### config.mk
export PLATFORM = sky130hd
export DESIGN_NAME = scard_ctrl
export DESIGN_NICKNAME = d
export VERILOG_FILES = /design/src/scard_pkg.sv /design/src/scard_ctrl.sv
export SDC_FILE = /design/constraint.sdc
export NUM_CORES = 1
export LEC_CHECK = 0
export BUFFER_PORTS_ARGS = -buffer_cell sky130_fd_sc_hd__buf_4
export CAP_MARGIN = 25
export CORE_ASPECT_RATIO = 0.8
export CORE_UTILIZATION = 30
export CTS_BUF_LIST = sky130_fd_sc_hd__clkbuf_8
export CTS_CLUSTER_DIAMETER = 200
export DETAILED_ROUTE_END_ITERATION = 10
export SLEW_MARGIN = 30
export SYNTH_ARGS = -nofsm -noshare
export SYNTH_HDL_FRONTEND = slang
export SYNTH_HIERARCHICAL = 1
export SYNTH_SLANG_ARGS = --single-unit
### constraint.sdc
create_clock -name pclk -period 4.18 [get_ports pclk]
set_input_delay 0.418 -clock pclk [delete_from_list [all_inputs] [get_ports pclk]]
set_output_delay 0.418 -clock pclk [all_outputs]
set_load 0.02 [all_outputs]
### src/scard_pkg.sv
// Overview of operation
// - Card clock is system clock divided by 2^(mode+1)
// - Baud rate set by separate divider register
// - Only T=0 half-duplex characters on one line
// - Sixteen by eight transmit and receive FIFOs
// - Power, reset, clock, serial in/out pads
// - Software programs block through APB slave
// - Activation: reset low, power, receive, clock
// - Activation only while enable bit is set
// - Control zero bit 11 starts activation
// - Deactivation: reset, clock, I/O low, power
// - Deactivation command bit starts deactivation
// - Deactivate contacts when exchange is aborted
// - Reset low 40000 clocks, then drive high
// - No answer with reset high: low, deactivate
// - Keep reset level where answer appeared
// - Software may request card reset in wait or on states
// - Character is start, eight data, parity
// - Sample line eleven etu after start; retransmit
package scard_pkg;
    localparam logic [7:0] ADDR_TX = 8'h00;
    localparam logic [7:0] ADDR_RX = 8'h04;
    localparam logic [7:0] ADDR_STS0 = 8'h08;
    localparam logic [7:0] ADDR_STS1 = 8'h0c;
    localparam logic [7:0] ADDR_ICLR = 8'h14;
    localparam logic [7:0] ADDR_CTRL0 = 8'h18;
    localparam logic [7:0] ADDR_CTRL1 = 8'h1c;
    localparam logic [7:0] ADDR_BAUD = 8'h20;
    localparam int CTL0_ACT_CMD = 11;
    localparam int CTL0_DEACT_CMD = 12;
    localparam int CTL0_ACT_EN = 13;
    localparam int CTL0_RST_CMD = 14;
    localparam int CTL1_MODE_LSB = 8;
    localparam int STS1_RX_LSB = 8;
    localparam int STS1_ST_LSB = 16;
    localparam int STS1_RST_BIT = 20;
    localparam logic [15:0] BAUD_RESET = 16'h0100;
    localparam int FIFO_DEPTH = 16;
    localparam int FIFO_AW = 4;
    localparam int CHAR_W = 8;
    localparam logic [3:0] FRAME_LAST = 4'h9;
    localparam logic [3:0] ERR_BIT = 4'ha;
    localparam logic [3:0] GUARD_BIT = 4'hb;
    localparam logic [2:0] TX_RETRY_MAX = 3'h3;
    localparam logic [15:0] IO_SETTLE_CYC = 16'h00c8;
    // Sticky status flags in status zero, cleared by writing one to the clear register
    localparam int FLG_ATR_FAIL = 1;
    localparam int FLG_TX_ERR = 2;
    localparam int FLG_RX_PAR = 3;
    localparam int FLG_RX_OVR = 4;
    typedef enum logic [3:0] {
        ST_OFF = 4'h0, ST_ACT_RST = 4'h1, ST_ACT_PWR = 4'h2, ST_ACT_IO = 4'h3,
        ST_WAIT_L = 4'h4, ST_WAIT_H = 4'h5, ST_ON = 4'h6,
        ST_DEA_RST = 4'h7, ST_DEA_CLK = 4'h8, ST_DEA_IO = 4'h9
    } scard_state_t;
    typedef struct packed {
        logic power;
        logic rst;
        logic clk_run;
        logic dout;
    } scard_pins_t;
endpackage

### src/scard_ctrl.sv
`timescale 1ns/1ps
`default_nettype none
module scard_fifo (
    // Clock and reset
    input wire logic clk,
    input wire logic rst_n,
    // Write side
    input wire logic push,
    input wire logic [scard_pkg::CHAR_W-1:0] wdata,
    // Read side
    input wire logic pop,
    output logic [scard_pkg::CHAR_W-1:0] rdata,
    // Level
    output logic [scard_pkg::FIFO_AW:0] count,
    output logic full,
    output logic empty
);
    logic [scard_pkg::CHAR_W-1:0] mem [scard_pkg::FIFO_DEPTH];
    logic [scard_pkg::FIFO_AW-1:0] wp;
    logic [scard_pkg::FIFO_AW-1:0] rp;
    wire do_push = push & ~full;
    wire do_pop = pop & ~empty;
    assign full = count == 5'(scard_pkg::FIFO_DEPTH);
    assign empty = count == '0;
    assign rdata = mem[rp];
    always_ff @(posedge clk) begin
        if (do_push) begin
            mem[wp] <= wdata;
        end
    end
    always_ff @(posedge clk or negedge rst_n) begin
        if (!rst_n) begin
            wp <= '0;
            rp <= '0;
            count <= '0;
        end else begin
            wp <= wp + 4'(do_push);
            rp <= rp + 4'(do_pop);
            count <= count + 5'(do_push) - 5'(do_pop);
        end
    end
endmodule

module scard_ctrl #(
    parameter int ATR_WAIT = 40000
) (
    // APB slave
    input wire logic pclk,
    input wire logic presetn,
    input wire logic psel,
    input wire logic penable,
    input wire logic pwrite,
    input wire logic [7:0] paddr,
    input wire logic [31:0] pwdata,
    output logic [31:0] prdata,
    output logic pready,
    output logic pslverr,
    // Card contacts
    output logic card_power_enable,
    output logic card_reset,
    output logic card_clock,
    output logic card_serial_out,
    input wire logic card_serial_in,
    // Sequence status
    output logic seq_busy
);
    localparam logic [15:0] ATR_LIM = 16'(ATR_WAIT);

    //--------------------------------------------------------------
    // Register bus
    //--------------------------------------------------------------
    logic act_en;
    logic [2:0] ctl_mode;
    logic [15:0] baud;
    logic [4:0] flags;
    scard_pkg::scard_state_t state, next_state;
    scard_pkg::scard_pins_t pins, next_pins;
    logic [7:0] tx_head, rx_head;
    logic [4:0] tx_count, rx_count;
    logic tx_full, tx_empty, rx_full, rx_empty;
    wire [4:0] flag_set;
    logic atr_fail;

    wire setup = psel & ~penable;
    wire wr = psel & penable & pready & pwrite;
    wire rd = psel & penable & pready & ~pwrite;
    wire hit = paddr == scard_pkg::ADDR_TX || paddr == scard_pkg::ADDR_RX ||
               paddr == scard_pkg::ADDR_STS0 || paddr == scard_pkg::ADDR_STS1 ||
               paddr == scard_pkg::ADDR_ICLR || paddr == scard_pkg::ADDR_CTRL0 ||
               paddr == scard_pkg::ADDR_CTRL1 || paddr == scard_pkg::ADDR_BAUD;
    wire wr_ctl0 = wr && paddr == scard_pkg::ADDR_CTRL0;
    wire act_cmd = wr_ctl0 & pwdata[scard_pkg::CTL0_ACT_CMD];
    wire deact_cmd = wr_ctl0 & pwdata[scard_pkg::CTL0_DEACT_CMD];
    wire rst_cmd = wr_ctl0 & pwdata[scard_pkg::CTL0_RST_CMD];
    wire tx_push = wr && paddr == scard_pkg::ADDR_TX;
    wire rx_pop = rd && paddr == scard_pkg::ADDR_RX;
    wire [4:0] flag_clr = (wr && paddr == scard_pkg::ADDR_ICLR) ? pwdata[4:0] : 5'h00;
    wire [31:0] sts0 = {27'h0, flags[4:1], seq_busy};
    wire [31:0] sts1 = {11'h0, card_reset, state, 3'h0, rx_count, 3'h0, tx_count};
    wire [31:0] rdata_mux =
        paddr == scard_pkg::ADDR_RX ? {24'h0, rx_head} :
        paddr == scard_pkg::ADDR_STS0 ? sts0 :
        paddr == scard_pkg::ADDR_STS1 ? sts1 :
        paddr == scard_pkg::ADDR_CTRL0 ? {18'h0, act_en, 13'h0} :
        paddr == scard_pkg::ADDR_CTRL1 ? {21'h0, ctl_mode, 8'h0} :
        paddr == scard_pkg::ADDR_BAUD ? {16'h0, baud} : 32'h0;

    always_ff @(posedge pclk or negedge presetn) begin
        if (!presetn) begin
            pready <= 1'b0;
            pslverr <= 1'b0;
            prdata <= 32'h0;
        end else begin
            pready <= setup;
            pslverr <= setup & ~hit;
            prdata <= setup ? rdata_mux : prdata;
        end
    end

    always_ff @(posedge pclk or negedge presetn) begin
        if (!presetn) begin
            act_en <= 1'b0;
            ctl_mode <= 3'h0;
            baud <= scard_pkg::BAUD_RESET;
            flags <= 5'h00;
        end else begin
            if (wr_ctl0) begin
                act_en <= pwdata[scard_pkg::CTL0_ACT_EN];
            end
            if (wr && paddr == scard_pkg::ADDR_CTRL1) begin
                ctl_mode <= pwdata[scard_pkg::CTL1_MODE_LSB +: 3];
            end
            if (wr && paddr == scard_pkg::ADDR_BAUD) begin
                baud <= (pwdata[15:0] == 16'h0) ? 16'h0001 : pwdata[15:0];
            end
            flags <= (flags & ~flag_clr) | flag_set;
        end
    end

    //--------------------------------------------------------------
    // Card clock divider and cycle counter
    //--------------------------------------------------------------
    logic [7:0] dv_cnt;
    logic dv_phase;
    logic [15:0] atr_cnt;
    logic cnt_clr;
    wire [7:0] half_lim = (8'h01 << ctl_mode) - 8'h01;
    wire dv_wrap = dv_cnt >= half_lim;
    wire step_tick = dv_wrap & dv_phase;
    wire ck_edge = dv_wrap & ~dv_phase & pins.clk_run;
    wire atr_done = atr_cnt >= ATR_LIM;

    always_ff @(posedge pclk or negedge presetn) begin
        if (!presetn) begin
            dv_cnt <= 8'h00;
            dv_phase <= 1'b0;
            atr_cnt <= 16'h0;
        end else begin
            dv_cnt <= dv_wrap ? 8'h00 : dv_cnt + 8'h01;
            dv_phase <= dv_wrap ? ~dv_phase : dv_phase;
            if (cnt_clr) begin
                atr_cnt <= 16'h0;
            end else if (ck_edge && atr_cnt != 16'hffff) begin
                atr_cnt <= atr_cnt + 16'h0001;
            end
        end
    end

    //--------------------------------------------------------------
    // Activation, reset and deactivation sequencer
    //--------------------------------------------------------------
    logic din_q;
    // Answer start is a falling edge once the card had time to release the line
    wire atr_seen = din_q & ~card_serial_in && atr_cnt >= scard_pkg::IO_SETTLE_CYC;
    wire powered = state != scard_pkg::ST_OFF;
    wire in_deact = state == scard_pkg::ST_DEA_RST || state == scard_pkg::ST_DEA_CLK ||
                    state == scard_pkg::ST_DEA_IO;
    assign flag_set[0] = 1'b0;
    assign flag_set[scard_pkg::FLG_ATR_FAIL] = atr_fail;

    always_comb begin
        next_state = state;
        next_pins = pins;
        cnt_clr = 1'b0;
        atr_fail = 1'b0;
        if (deact_cmd && powered && !in_deact) begin
            next_state = scard_pkg::ST_DEA_RST;
            next_pins.rst = 1'b0;
        end else if (rst_cmd && (state == scard_pkg::ST_ON || state == scard_pkg::ST_WAIT_H ||
                                 state == scard_pkg::ST_WAIT_L)) begin
            next_state = scard_pkg::ST_WAIT_L;
            next_pins.rst = 1'b0;
            cnt_clr = 1'b1;
        end else begin
            case (state)
                scard_pkg::ST_OFF: begin
                    if (act_cmd && act_en) begin
                        next_state = scard_pkg::ST_ACT_RST;
                        next_pins.rst = 1'b0;
                    end
                end
                scard_pkg::ST_ACT_RST: begin
                    if (step_tick) begin
                        next_state = scard_pkg::ST_ACT_PWR;
                        next_pins.power = 1'b1;
                    end
                end
                scard_pkg::ST_ACT_PWR: begin
                    if (step_tick) begin
                        next_state = scard_pkg::ST_ACT_IO;
                        next_pins.dout = 1'b1;
                    end
                end
                scard_pkg::ST_ACT_IO: begin
                    if (step_tick) begin
                        next_state = scard_pkg::ST_WAIT_L;
                        next_pins.clk_run = 1'b1;
                        cnt_clr = 1'b1;
                    end
                end
                scard_pkg::ST_WAIT_L: begin
                    if (atr_seen) begin
                        next_state = scard_pkg::ST_ON;
                    end else if (atr_done) begin
                        next_state = scard_pkg::ST_WAIT_H;
                        next_pins.rst = 1'b1;
                        cnt_clr = 1'b1;
                    end
                end
                scard_pkg::ST_WAIT_H: begin
                    if (atr_seen) begin
                        next_state = scard_pkg::ST_ON;
                    end else if (atr_done) begin
                        next_state = scard_pkg::ST_DEA_RST;
                        next_pins.rst = 1'b0;
                        atr_fail = 1'b1;
                    end
                end
                scard_pkg::ST_ON: begin
                    next_state = scard_pkg::ST_ON;
                end
                scard_pkg::ST_DEA_RST: begin
                    if (step_tick) begin
                        next_state = scard_pkg::ST_DEA_CLK;
                        next_pins.clk_run = 1'b0;
                    end
                end
                scard_pkg::ST_DEA_CLK: begin
                    if (step_tick) begin
                        next_state = scard_pkg::ST_DEA_IO;
                        next_pins.dout = 1'b0;
                    end
                end
                scard_pkg::ST_DEA_IO: begin
                    if (step_tick) begin
                        next_state = scard_pkg::ST_OFF;
                        next_pins.power = 1'b0;
                    end
                end
                default: begin
                    next_state = scard_pkg::ST_OFF;
                    next_pins = '0;
                end
            endcase
        end
    end

    //--------------------------------------------------------------
    // Character transmitter with error-signal retransmission
    //--------------------------------------------------------------
    logic tx_on, tx_nack;
    logic [3:0] tx_bit;
    logic [15:0] tx_etu;
    logic [2:0] tx_try;
    logic rx_on;
    wire tx_etu_end = tx_etu >= baud - 16'h0001;
    wire [9:0] tx_frame = {^tx_head, tx_head, 1'b0};
    wire tx_start = ~tx_on & ~rx_on & ~tx_empty & din_q && state == scard_pkg::ST_ON;
    wire tx_last = tx_on & tx_etu_end && tx_bit == scard_pkg::GUARD_BIT;
    wire tx_retry = tx_last & tx_nack && tx_try < scard_pkg::TX_RETRY_MAX;
    wire tx_pop = tx_last & ~tx_retry;
    wire tx_level = (tx_on && tx_bit <= scard_pkg::FRAME_LAST) ? tx_frame[tx_bit] : 1'b1;
    assign flag_set[scard_pkg::FLG_TX_ERR] = tx_pop & tx_nack;

    always_ff @(posedge pclk or negedge presetn) begin
        if (!presetn) begin
            tx_on <= 1'b0;
            tx_nack <= 1'b0;
            tx_bit <= 4'h0;
            tx_etu <= 16'h0;
            tx_try <= 3'h0;
        end else if (tx_start) begin
            tx_on <= 1'b1;
            tx_bit <= 4'h0;
            tx_etu <= 16'h0;
        end else if (tx_on) begin
            tx_etu <= tx_etu_end ? 16'h0 : tx_etu + 16'h0001;
            if (tx_etu_end) begin
                tx_bit <= tx_retry ? 4'h0 : tx_bit + 4'h1;
                if (tx_bit == scard_pkg::ERR_BIT) begin
                    tx_nack <= ~card_serial_in;
                end
            end
            if (tx_last) begin
                tx_on <= tx_retry;
                tx_try <= tx_retry ? tx_try + 3'h1 : 3'h0;
            end
        end
    end

    //--------------------------------------------------------------
    // Character receiver
    //--------------------------------------------------------------
    logic [3:0] rx_bit;
    logic [15:0] rx_etu;
    logic [8:0] rx_sh;
    wire rx_etu_end = rx_etu >= baud - 16'h0001;
    wire rx_start = ~rx_on & ~tx_on & din_q & ~card_serial_in & pins.dout &&
                    (state == scard_pkg::ST_ON || state == scard_pkg::ST_WAIT_L ||
                     state == scard_pkg::ST_WAIT_H);
    wire [9:0] rx_frame = {card_serial_in, rx_sh};
    wire rx_done = rx_on & rx_etu_end && rx_bit == scard_pkg::FRAME_LAST;
    wire rx_good = ~rx_frame[0] & ~(^rx_frame[9:1]);
    assign flag_set[scard_pkg::FLG_RX_PAR] = rx_done & ~rx_good;
    assign flag_set[scard_pkg::FLG_RX_OVR] = rx_done & rx_good & rx_full;

    always_ff @(posedge pclk or negedge presetn) begin
        if (!presetn) begin
            rx_on <= 1'b0;
            rx_bit <= 4'h0;
            rx_etu <= 16'h0;
            rx_sh <= 9'h000;
        end else if (rx_start) begin
            rx_on <= 1'b1;
            rx_bit <= 4'h0;
            rx_etu <= baud >> 1;
        end else if (rx_on) begin
            rx_etu <= rx_etu_end ? 16'h0 : rx_etu + 16'h0001;
            if (rx_etu_end) begin
                rx_sh <= rx_frame[9:1];
                rx_bit <= rx_bit + 4'h1;
                rx_on <= ~rx_done;
            end
        end
    end

    scard_fifo u_tx_fifo (
        .clk(pclk), .rst_n(presetn), .push(tx_push), .wdata(pwdata[7:0]),
        .pop(tx_pop), .rdata(tx_head), .count(tx_count), .full(tx_full), .empty(tx_empty)
    );
    scard_fifo u_rx_fifo (
        .clk(pclk), .rst_n(presetn), .push(rx_done & rx_good), .wdata(rx_frame[8:1]),
        .pop(rx_pop), .rdata(rx_head), .count(rx_count), .full(rx_full), .empty(rx_empty)
    );

    //--------------------------------------------------------------
    // State and pad registers
    //--------------------------------------------------------------
    always_ff @(posedge pclk or negedge presetn) begin
        if (!presetn) begin
            state <= scard_pkg::ST_OFF;
            pins <= '0;
            din_q <= 1'b0;
            seq_busy <= 1'b0;
            card_power_enable <= 1'b0;
            card_reset <= 1'b0;
            card_clock <= 1'b0;
            card_serial_out <= 1'b0;
        end else begin
            state <= next_state;
            pins <= next_pins;
            din_q <= card_serial_in;
            seq_busy <= next_state != scard_pkg::ST_OFF && next_state != scard_pkg::ST_ON;
            card_power_enable <= next_pins.power;
            card_reset <= next_pins.rst;
            card_clock <= next_pins.clk_run & (dv_wrap ? ~dv_phase : dv_phase);
            card_serial_out <= next_pins.dout & tx_level;
        end
    end
endmodule
`default_nettype wire

==> impl_metrics.tcl, run 1 <==
set metrics [dict create \
    tightestPinTransition_ns 0.958 \
    synth_edf_count 256 \
    p_per_area_nw_per_um2 363 \
    pre_cts_ws_ns -0.349 \
    finClkSkew_ns 0.0382 \
    ctsRootBufferMaster "clkbuf_8" \
    grt_setup_unrepaired "true" \
    synthToLayoutAreaGrowth_pct 18.0 \
    nNetsFinal 1798 \
    core_sq_um 65800 \
    insertion_delay_ns 0.64 \
    numPortBuffers 57 \
    netlist.area_leader.share 0.384 \
    grt_util_all_layers 0.143 \
    p_clk_frac 0.428 \
    combPwrFrac 0.047 \
    leakage_nw 9.47 \
    finalWeightedCongestion 0.858 \
    dieWidth_microns 291 \
    antenna_found_initial 1 \
    cp_slowest_stage_delay_ns 0.56 \
    wl_microns 48600 \
    vias_per_cell 5.05 \
    syn_area_per_cell_sq_um 13.2 \
    remaining_drc_errors 0 \
    drive_gt1_frac 0.226 \
    cts_tree "yes" \
    ys_seq_elements 421 \
    row_count 84 \
    drv_slew 0 \
    slew_headroom 0.359 \
    cp_max_fo 3 \
    grt-ovfl-total 0 \
    finalHoldViolations 0 \
    power.internal_mw 6.62 \
    violations "negative setup slack" \
    p_switching_mw 1.95 \
    hold_path_class "primary input to flip-flop" \
    setup_viol 63 \
    yosys_warnings 6 \
    synth_ff_type "edfxtp_1" \
    dr.pass1.iters 5 \
    start_kind "flip-flop" \
    cts_buffers 71 \
    cts.clk_slew.worst_paths_ns 0.06 \
    chipHeight_microns 233 \
    dr.first_iter.drc_count 775 \
    synth.cell_area_sq_um 20000 \
    swShare 0.228 \
    ant_nets 0 \
    start_util 0.304 \
    clockBufferDepth 3 \
    vias 13100 \
    grt_pass1_wl_microns 74700 \
    grt_max_degree 91 \
    yosys.area.top_type "edfxtp_1" \
    fin_area_sq_um 23600 \
    outcome "finished with violations" \
    io_pins 85 \
    dp_hpwl_microns 34000 \
    period_share 1.06 \
    worstPathRequired_ns 4.73 \
    die_area_sq_um 67700 \
    synth_cell_types 88 \
    crit_chain "or4_4 -> nor2_4 -> nand2_2 -> buf_6 -> nor3_4 -> xnor2_2 -> ha_1 -> nand4_1 -> a31oi_1 -> nor3_1 -> a211oi_2 -> and4b_1 -> nor2b_4 -> nand2b_4 -> ha_4 -> inv_4 -> ha_4 -> inv_2 -> fa_2 -> inv_2 -> a21oi_2 -> o21bai_1 -> xnor2_1" \
    fmax_mhz 226 \
    end_kind "flip-flop" \
    ys_seq_area_frac 0.591 \
    clock-sinks 421 \
    drv_cap 0 \
    placed_cell_area_sq_um 21700 \
    cp_slowest_cell "or4_4" \
    power_frac_seq 0.525 \
    post-route-min-period_ns 4.43 \
    grt_pass1_vias 12900 \
    ir_worst_vdd_uv 371 \
    crit_type "flip-flop to flip-flop" \
    worst_slack_ns -0.246 \
    wl_per_cell_microns 18.8 \
    async_flop_share 0.392 \
    synthTopCellsByArea "edfxtp_1, dfrtp_1, ha_1, mux4_2, nand2_1" \
    synth_cells 1519 \
    critPathArrivalTime_ns 4.98 \
    fillCellCount 6338 \
    htree_levels 3 \
]
[Yosys cell counts (24+ instances only)]
| cell type | n |
|---|---|
| nand3_1 | 57 |
| a22oi_1 | 24 |
| nand2_1 | 117 |
| mux2_2 | 37 |
| o21ai_0 | 65 |
| nor2_1 | 110 |
| nor3_1 | 27 |
| inv_1 | 41 |
| edfxtp_1 | 256 |
| clkbuf_1 | 29 |
| dfrtp_1 | 164 |
| ha_1 | 75 |
| mux4_2 | 36 |
| mux2i_1 | 36 |
| xor2_1 | 31 |
| a21oi_1 | 45 |
| xnor2_1 | 34 |
[timing repair]
item                                    in CTS  in global routing
endpoints found under the setup margin     135                138
setup buffers                                7                  3
endpoints found under the hold margin       30                  0
gates resized for setup                     29                 45
hold buffers                                 2                  0
pin swaps                                   20                 27
[critical path: cells and delay by family (launching register included)]
family                   cells  cell delay, ns
AND/OR/NAND/NOR              9            1.72
adder cells (fa/ha/maj)      4            1.04
flip-flops                   1            0.38
XOR/XNOR                     2            0.24
AO/OA/AOI/OAI                4            0.68
buffers and inverters        4            0.29
[area by class of cell]
| type | instances | area, sq um | area share |
|---|---|---|---|
| Timing Repair Buffer | 146 | 1220 | 0.0518 |
| Clock inverter | 47 | 313 | 0.0133 |
| Clock buffer | 80 | 1100 | 0.0467 |
| Sequential cell | 421 | 11800 | 0.501 |
| Antenna cell | 1 | 2.50 | 0.000106 |
| Inverter | 43 | 166 | 0.00705 |
| Tap cell | 860 | 1080 | 0.0456 |
| Multi-Input combinational cell | 992 | 7900 | 0.335 |
[sequential cells by signal, indices dropped and copies added, names as in the netlist, 5 cells and up]
name / flops
tx_etu: 16
rx_etu: 16
u_tx_fifo/mem: 128
atr_cnt: 16
dv_cnt: 8
prdata: 21
u_tx_fifo/count: 5
rx_sh: 9
u_rx_fifo/count: 5
baud: 16
u_rx_fifo/mem: 128
[cell usage in the layout, fill, tap and decap left out, types with 11 or more instances in the layout]
master | synthesis | layout
a221oi_1 | 15 | 15
xnor2_1 | 34 | 33
a22oi_1 | 24 | 24
nand4_1 | 16 | 16
a21oi_1 | 45 | 42
a31oi_1 | 11 | 11
clkbuf_8 | 7 | 80
mux2_2 | 37 | 37
nand2_1 | 117 | 115
inv_1 | 41 | 58
nand2b_1 | 21 | 20
nor4_1 | 18 | 14
nand3_1 | 57 | 56
mux4_2 | 36 | 36
xor2_1 | 31 | 29
o21ai_0 | 65 | 64
and3_1 | 14 | 14
buf_4 | 16 | 122
nor2_1 | 110 | 96
nor3_1 | 27 | 21
buf_6 | 6 | 17
nor3b_1 | 11 | 11
edfxtp_1 | 256 | 256
a22o_1 | 13 | 13
mux2i_1 | 36 | 36
conb_1 | 2 | 12
ha_1 | 75 | 70
dfrtp_1 | 164 | 163
nor2b_1 | 21 | 19
[cell families after synthesis]
logic type / synth area share
and+or+nand+nor: 0.120
buffers and inverters: 0.0337
muxes: 0.0899
other: 0.000375
adders and majority gates: 0.0489
xor gates and xnor gates: 0.0307
AOI/OAI and AO/OA: 0.0859
DFF: 0.591
[power by group through the flow]
| stage | sequential (mW) | combinational (mW) | clock (mW) |
|---|---|---|---|
| floorplan | 4.56 | 0.233 | 0 |
| global placement | 4.57 | 0.378 | 0 |
| detailed placement | 4.57 | 0.394 | 0 |
| CTS | 4.49 | 0.404 | 3.78 |
| global route | 4.50 | 0.462 | 3.96 |
| finish | 4.49 | 0.405 | 3.67 |
[metrics by stage]
step	util	hold WS, ns	instances	power [mW]	setup TNS [ns]
2_1_floorplan	-	0.122	1529	4.79	-0.390
3_3_place_gp	0.331	0.344	2450	4.95	-4.21
3_5_place_dp	0.331	0.345	2450	4.97	-10.91
4_1_cts	0.355	0.0118	2586	8.67	-3.46
5_1_grt	0.359	0.0384	2590	8.92	-34.87
6_report	0.359	0.0770	2590	8.57	-3.70
[path summary, 6_finish.rpt]
| check | from | to | slack (ns) | cells after the start |
|---|---|---|---|---|
| setup / recovery | baud[2]$_DFFE_PN0P_ | u_rx_fifo/count[4]$_DFF_PN0_ | -0.25 | 23 |
| hold / removal | pwdata[11] | baud[11]$_DFFE_PN0P_ | 0.08 | 2 |
| hold reg to reg | prdata[20]$_DFFE_PN0P_ | prdata[20]$_DFFE_PN0P_ | 0.47 | 2 |
| max in group asynchronous | presetn | atr_cnt[8]$_DFFE_PN0P_ | 2.91 | 3 |
| setup reg to reg | baud[2]$_DFFE_PN0P_ | u_rx_fifo/count[4]$_DFF_PN0_ | -0.25 | 23 |
| min in group asynchronous | presetn | prdata[15]$_DFFE_PN0P_ | 0.29 | 2 |
[metal layers]
layer	vias to the layer above	track usage	wire length (microns)
met2	386	0.213	21300
met4	0	0.0498	998
li1	6055	-	-
met3	67	0.0304	2810
met1	6570	0.205	23500
met5	-	0	0
Power figures use the tool's default switching activity.
==> inputs of run 2 (changes only) <==
HOLD_SLACK_MARGIN = 0.08   (was not set)
==> impl_metrics.tcl, run 2 (synthesis results as in run 1) <==
set metrics [dict create \
    outcome "finished with violations" \
    violations "negative setup slack" \
    cts_buffers 71 \
    cts_tree "yes" \
    die_area_sq_um 67700 \
    grt_pass1_vias 12900 \
    remaining_drc_errors 0 \
    crit_start "baud[2]$_DFFE_PN0P_" \
    cp_max_fo 3 \
    reg.largest.list "u_rx_fifo/mem (128), u_tx_fifo/mem (128), prdata (21)" \
    vias 13100 \
    synthToLayoutAreaGrowth_pct 18.4 \
    finalWeightedCongestion 0.858 \
    io_pins 85 \
    endpoint "u_rx_fifo/count[4]$_DFF_PN0_" \
    grt_max_degree 91 \
    final_core_util 0.360 \
    start_util 0.304 \
    finClkSkew_ns 0.0404 \
    fin_area_sq_um 23700 \
    setup_viol 110 \
    htree_levels 3 \
    dieWidth_microns 291 \
    worst_slack_ns -0.313 \
    drive_gt1_frac 0.224 \
    fmax_mhz 223 \
    layout_commonest_cell "edfxtp_1" \
    p_per_area_nw_per_um2 362 \
    clock-sinks 421 \
    end_kind "flip-flop" \
    ctsRootBufferMaster "clkbuf_8" \
    tightestPinTransition_ns 0.961 \
    crit_type "flip-flop to flip-flop" \
    hold_path_class "primary input to flip-flop" \
    drv_slew 0 \
    dr.first_iter.drc_count 720 \
    tns_ns -9.62 \
    period_share 1.07 \
    final_cell_mix "edfxtp_1, dfrtp_1, buf_4, nand2_1, nor2_1" \
    insertion_delay_ns 0.64 \
    dp_hpwl_microns 34000 \
    reg2reg_to "u_rx_fifo/count[4]$_DFF_PN0_" \
    chipHeight_microns 233 \
    grt-ovfl-total 0 \
    wl_per_cell_microns 18.7 \
    grt_util_all_layers 0.144 \
    post-route-min-period_ns 4.49 \
    clockBufferDepth 3 \
    reg2reg_depth 23 \
    pre_cts_ws_ns -0.349 \
    reg2reg_from "baud[2]$_DFFE_PN0P_" \
    regArea_sq_um 11800 \
    holdWs_ns 0.135 \
    grt_pass1_wl_microns 74800 \
    slew_headroom 0.357 \
    numPortBuffers 57 \
    rrSetupSlack_ns -0.31 \
    antenna_found_initial 1 \
    grt_setup_unrepaired "true" \
    start_kind "flip-flop" \
    dr.pass1.iters 5 \
    core_sq_um 65800 \
    ant_nets 0 \
    critPathArrivalTime_ns 5.05 \
    wl_microns 48700 \
    finalHoldViolations 0 \
    nNetsFinal 1807 \
    drv_cap 0 \
    row_count 84 \
    leakage_nw 9.51 \
    worstPathRequired_ns 4.73 \
    multi_input_area_sq_um 7900 \
    cts.clk_slew.worst_paths_ns 0.06 \
    vias_per_cell 5.05 \
    ir_worst_vdd_uv 371 \
    placed_cell_area_sq_um 21700 \
    fillCellCount 6331 \
]
[run 2: critical path: stages, from the launching register on]
cell	delay [ns]
dfrtp_1	0.38
or4_4	0.56
nor2_4	0.18
nand2_2	0.10
buf_6	0.14
nor3_4	0.20
xnor2_2	0.11
ha_1	0.30
nand4_1	0.08
a31oi_1	0.20
nor3_1	0.09
a211oi_2	0.33
and4b_1	0.28
nor2b_4	0.16
nand2b_4	0.07
ha_4	0.22
inv_4	0.05
ha_4	0.13
inv_2	0.04
fa_2	0.39
inv_2	0.06
a21oi_2	0.04
o21bai_1	0.16
xnor2_1	0.14
[run 2: per-stage QoR]
stage	total power, mW	std cells
after floorplan	4.79	1529
after global placement	4.95	2450
after detailed placement	4.97	2450
after CTS	8.68	2595
after global routing	8.92	2599
final	8.58	2600
[run 2: worst min path at each step]
stage / cells past startpoint / start / endpoint / slack (ns)
2_1_floorplan: 0 / presetn / act_en$_DFFE_PN0P_ / 0.12
3_3_place_gp: 1 / presetn / prdata[2]$_DFFE_PN0P_ / 0.34
3_5_place_dp: 1 / presetn / prdata[2]$_DFFE_PN0P_ / 0.34
4_1_cts: 1 / pwdata[2] / u_tx_fifo/mem[0][2]$_DFFE_PP_ / 0.08
5_1_grt: 1 / pwdata[2] / u_tx_fifo/mem[10][2]$_DFFE_PP_ / 0.13
6_report: 1 / pwdata[2] / u_tx_fifo/mem[10][2]$_DFFE_PP_ / 0.13
[run 2: report_power, final]
part	switching (mW)	total (mW)	leakage, nW	internal, mW
clock network	1.66	3.67	0.805	2.01
logic	0.240	0.411	3.96	0.171
registers	0.0507	4.49	4.75	4.44
total	1.96	8.58	9.51	6.62
[run 2: timing repair]
action	CTS	global route
pin swaps	20	27
setup endpoints to repair	135	138
hold endpoints to repair	44	0
hold buffers	11	0
resized for setup	29	45
buffers inserted	7	3
[run 2: metal layers]
layer	part of all wire	track usage	vias up
met3	0.057	0.0304	67
met1	0.48	0.205	6608
met4	0.020	0.0498	0
met2	0.44	0.214	381
met5	0	0	-
li1	-	-	6076
[run 2: area by class of cell]
class | instances | share of cell area
Antenna cell | 2 | 0.000211
Clock buffer | 80 | 0.0465
Clock inverter | 47 | 0.0132
Inverter | 43 | 0.00702
Multi-Input combinational cell | 992 | 0.333
Sequential cell | 421 | 0.499
Tap cell | 860 | 0.0454
Timing Repair Buffer | 155 | 0.0554
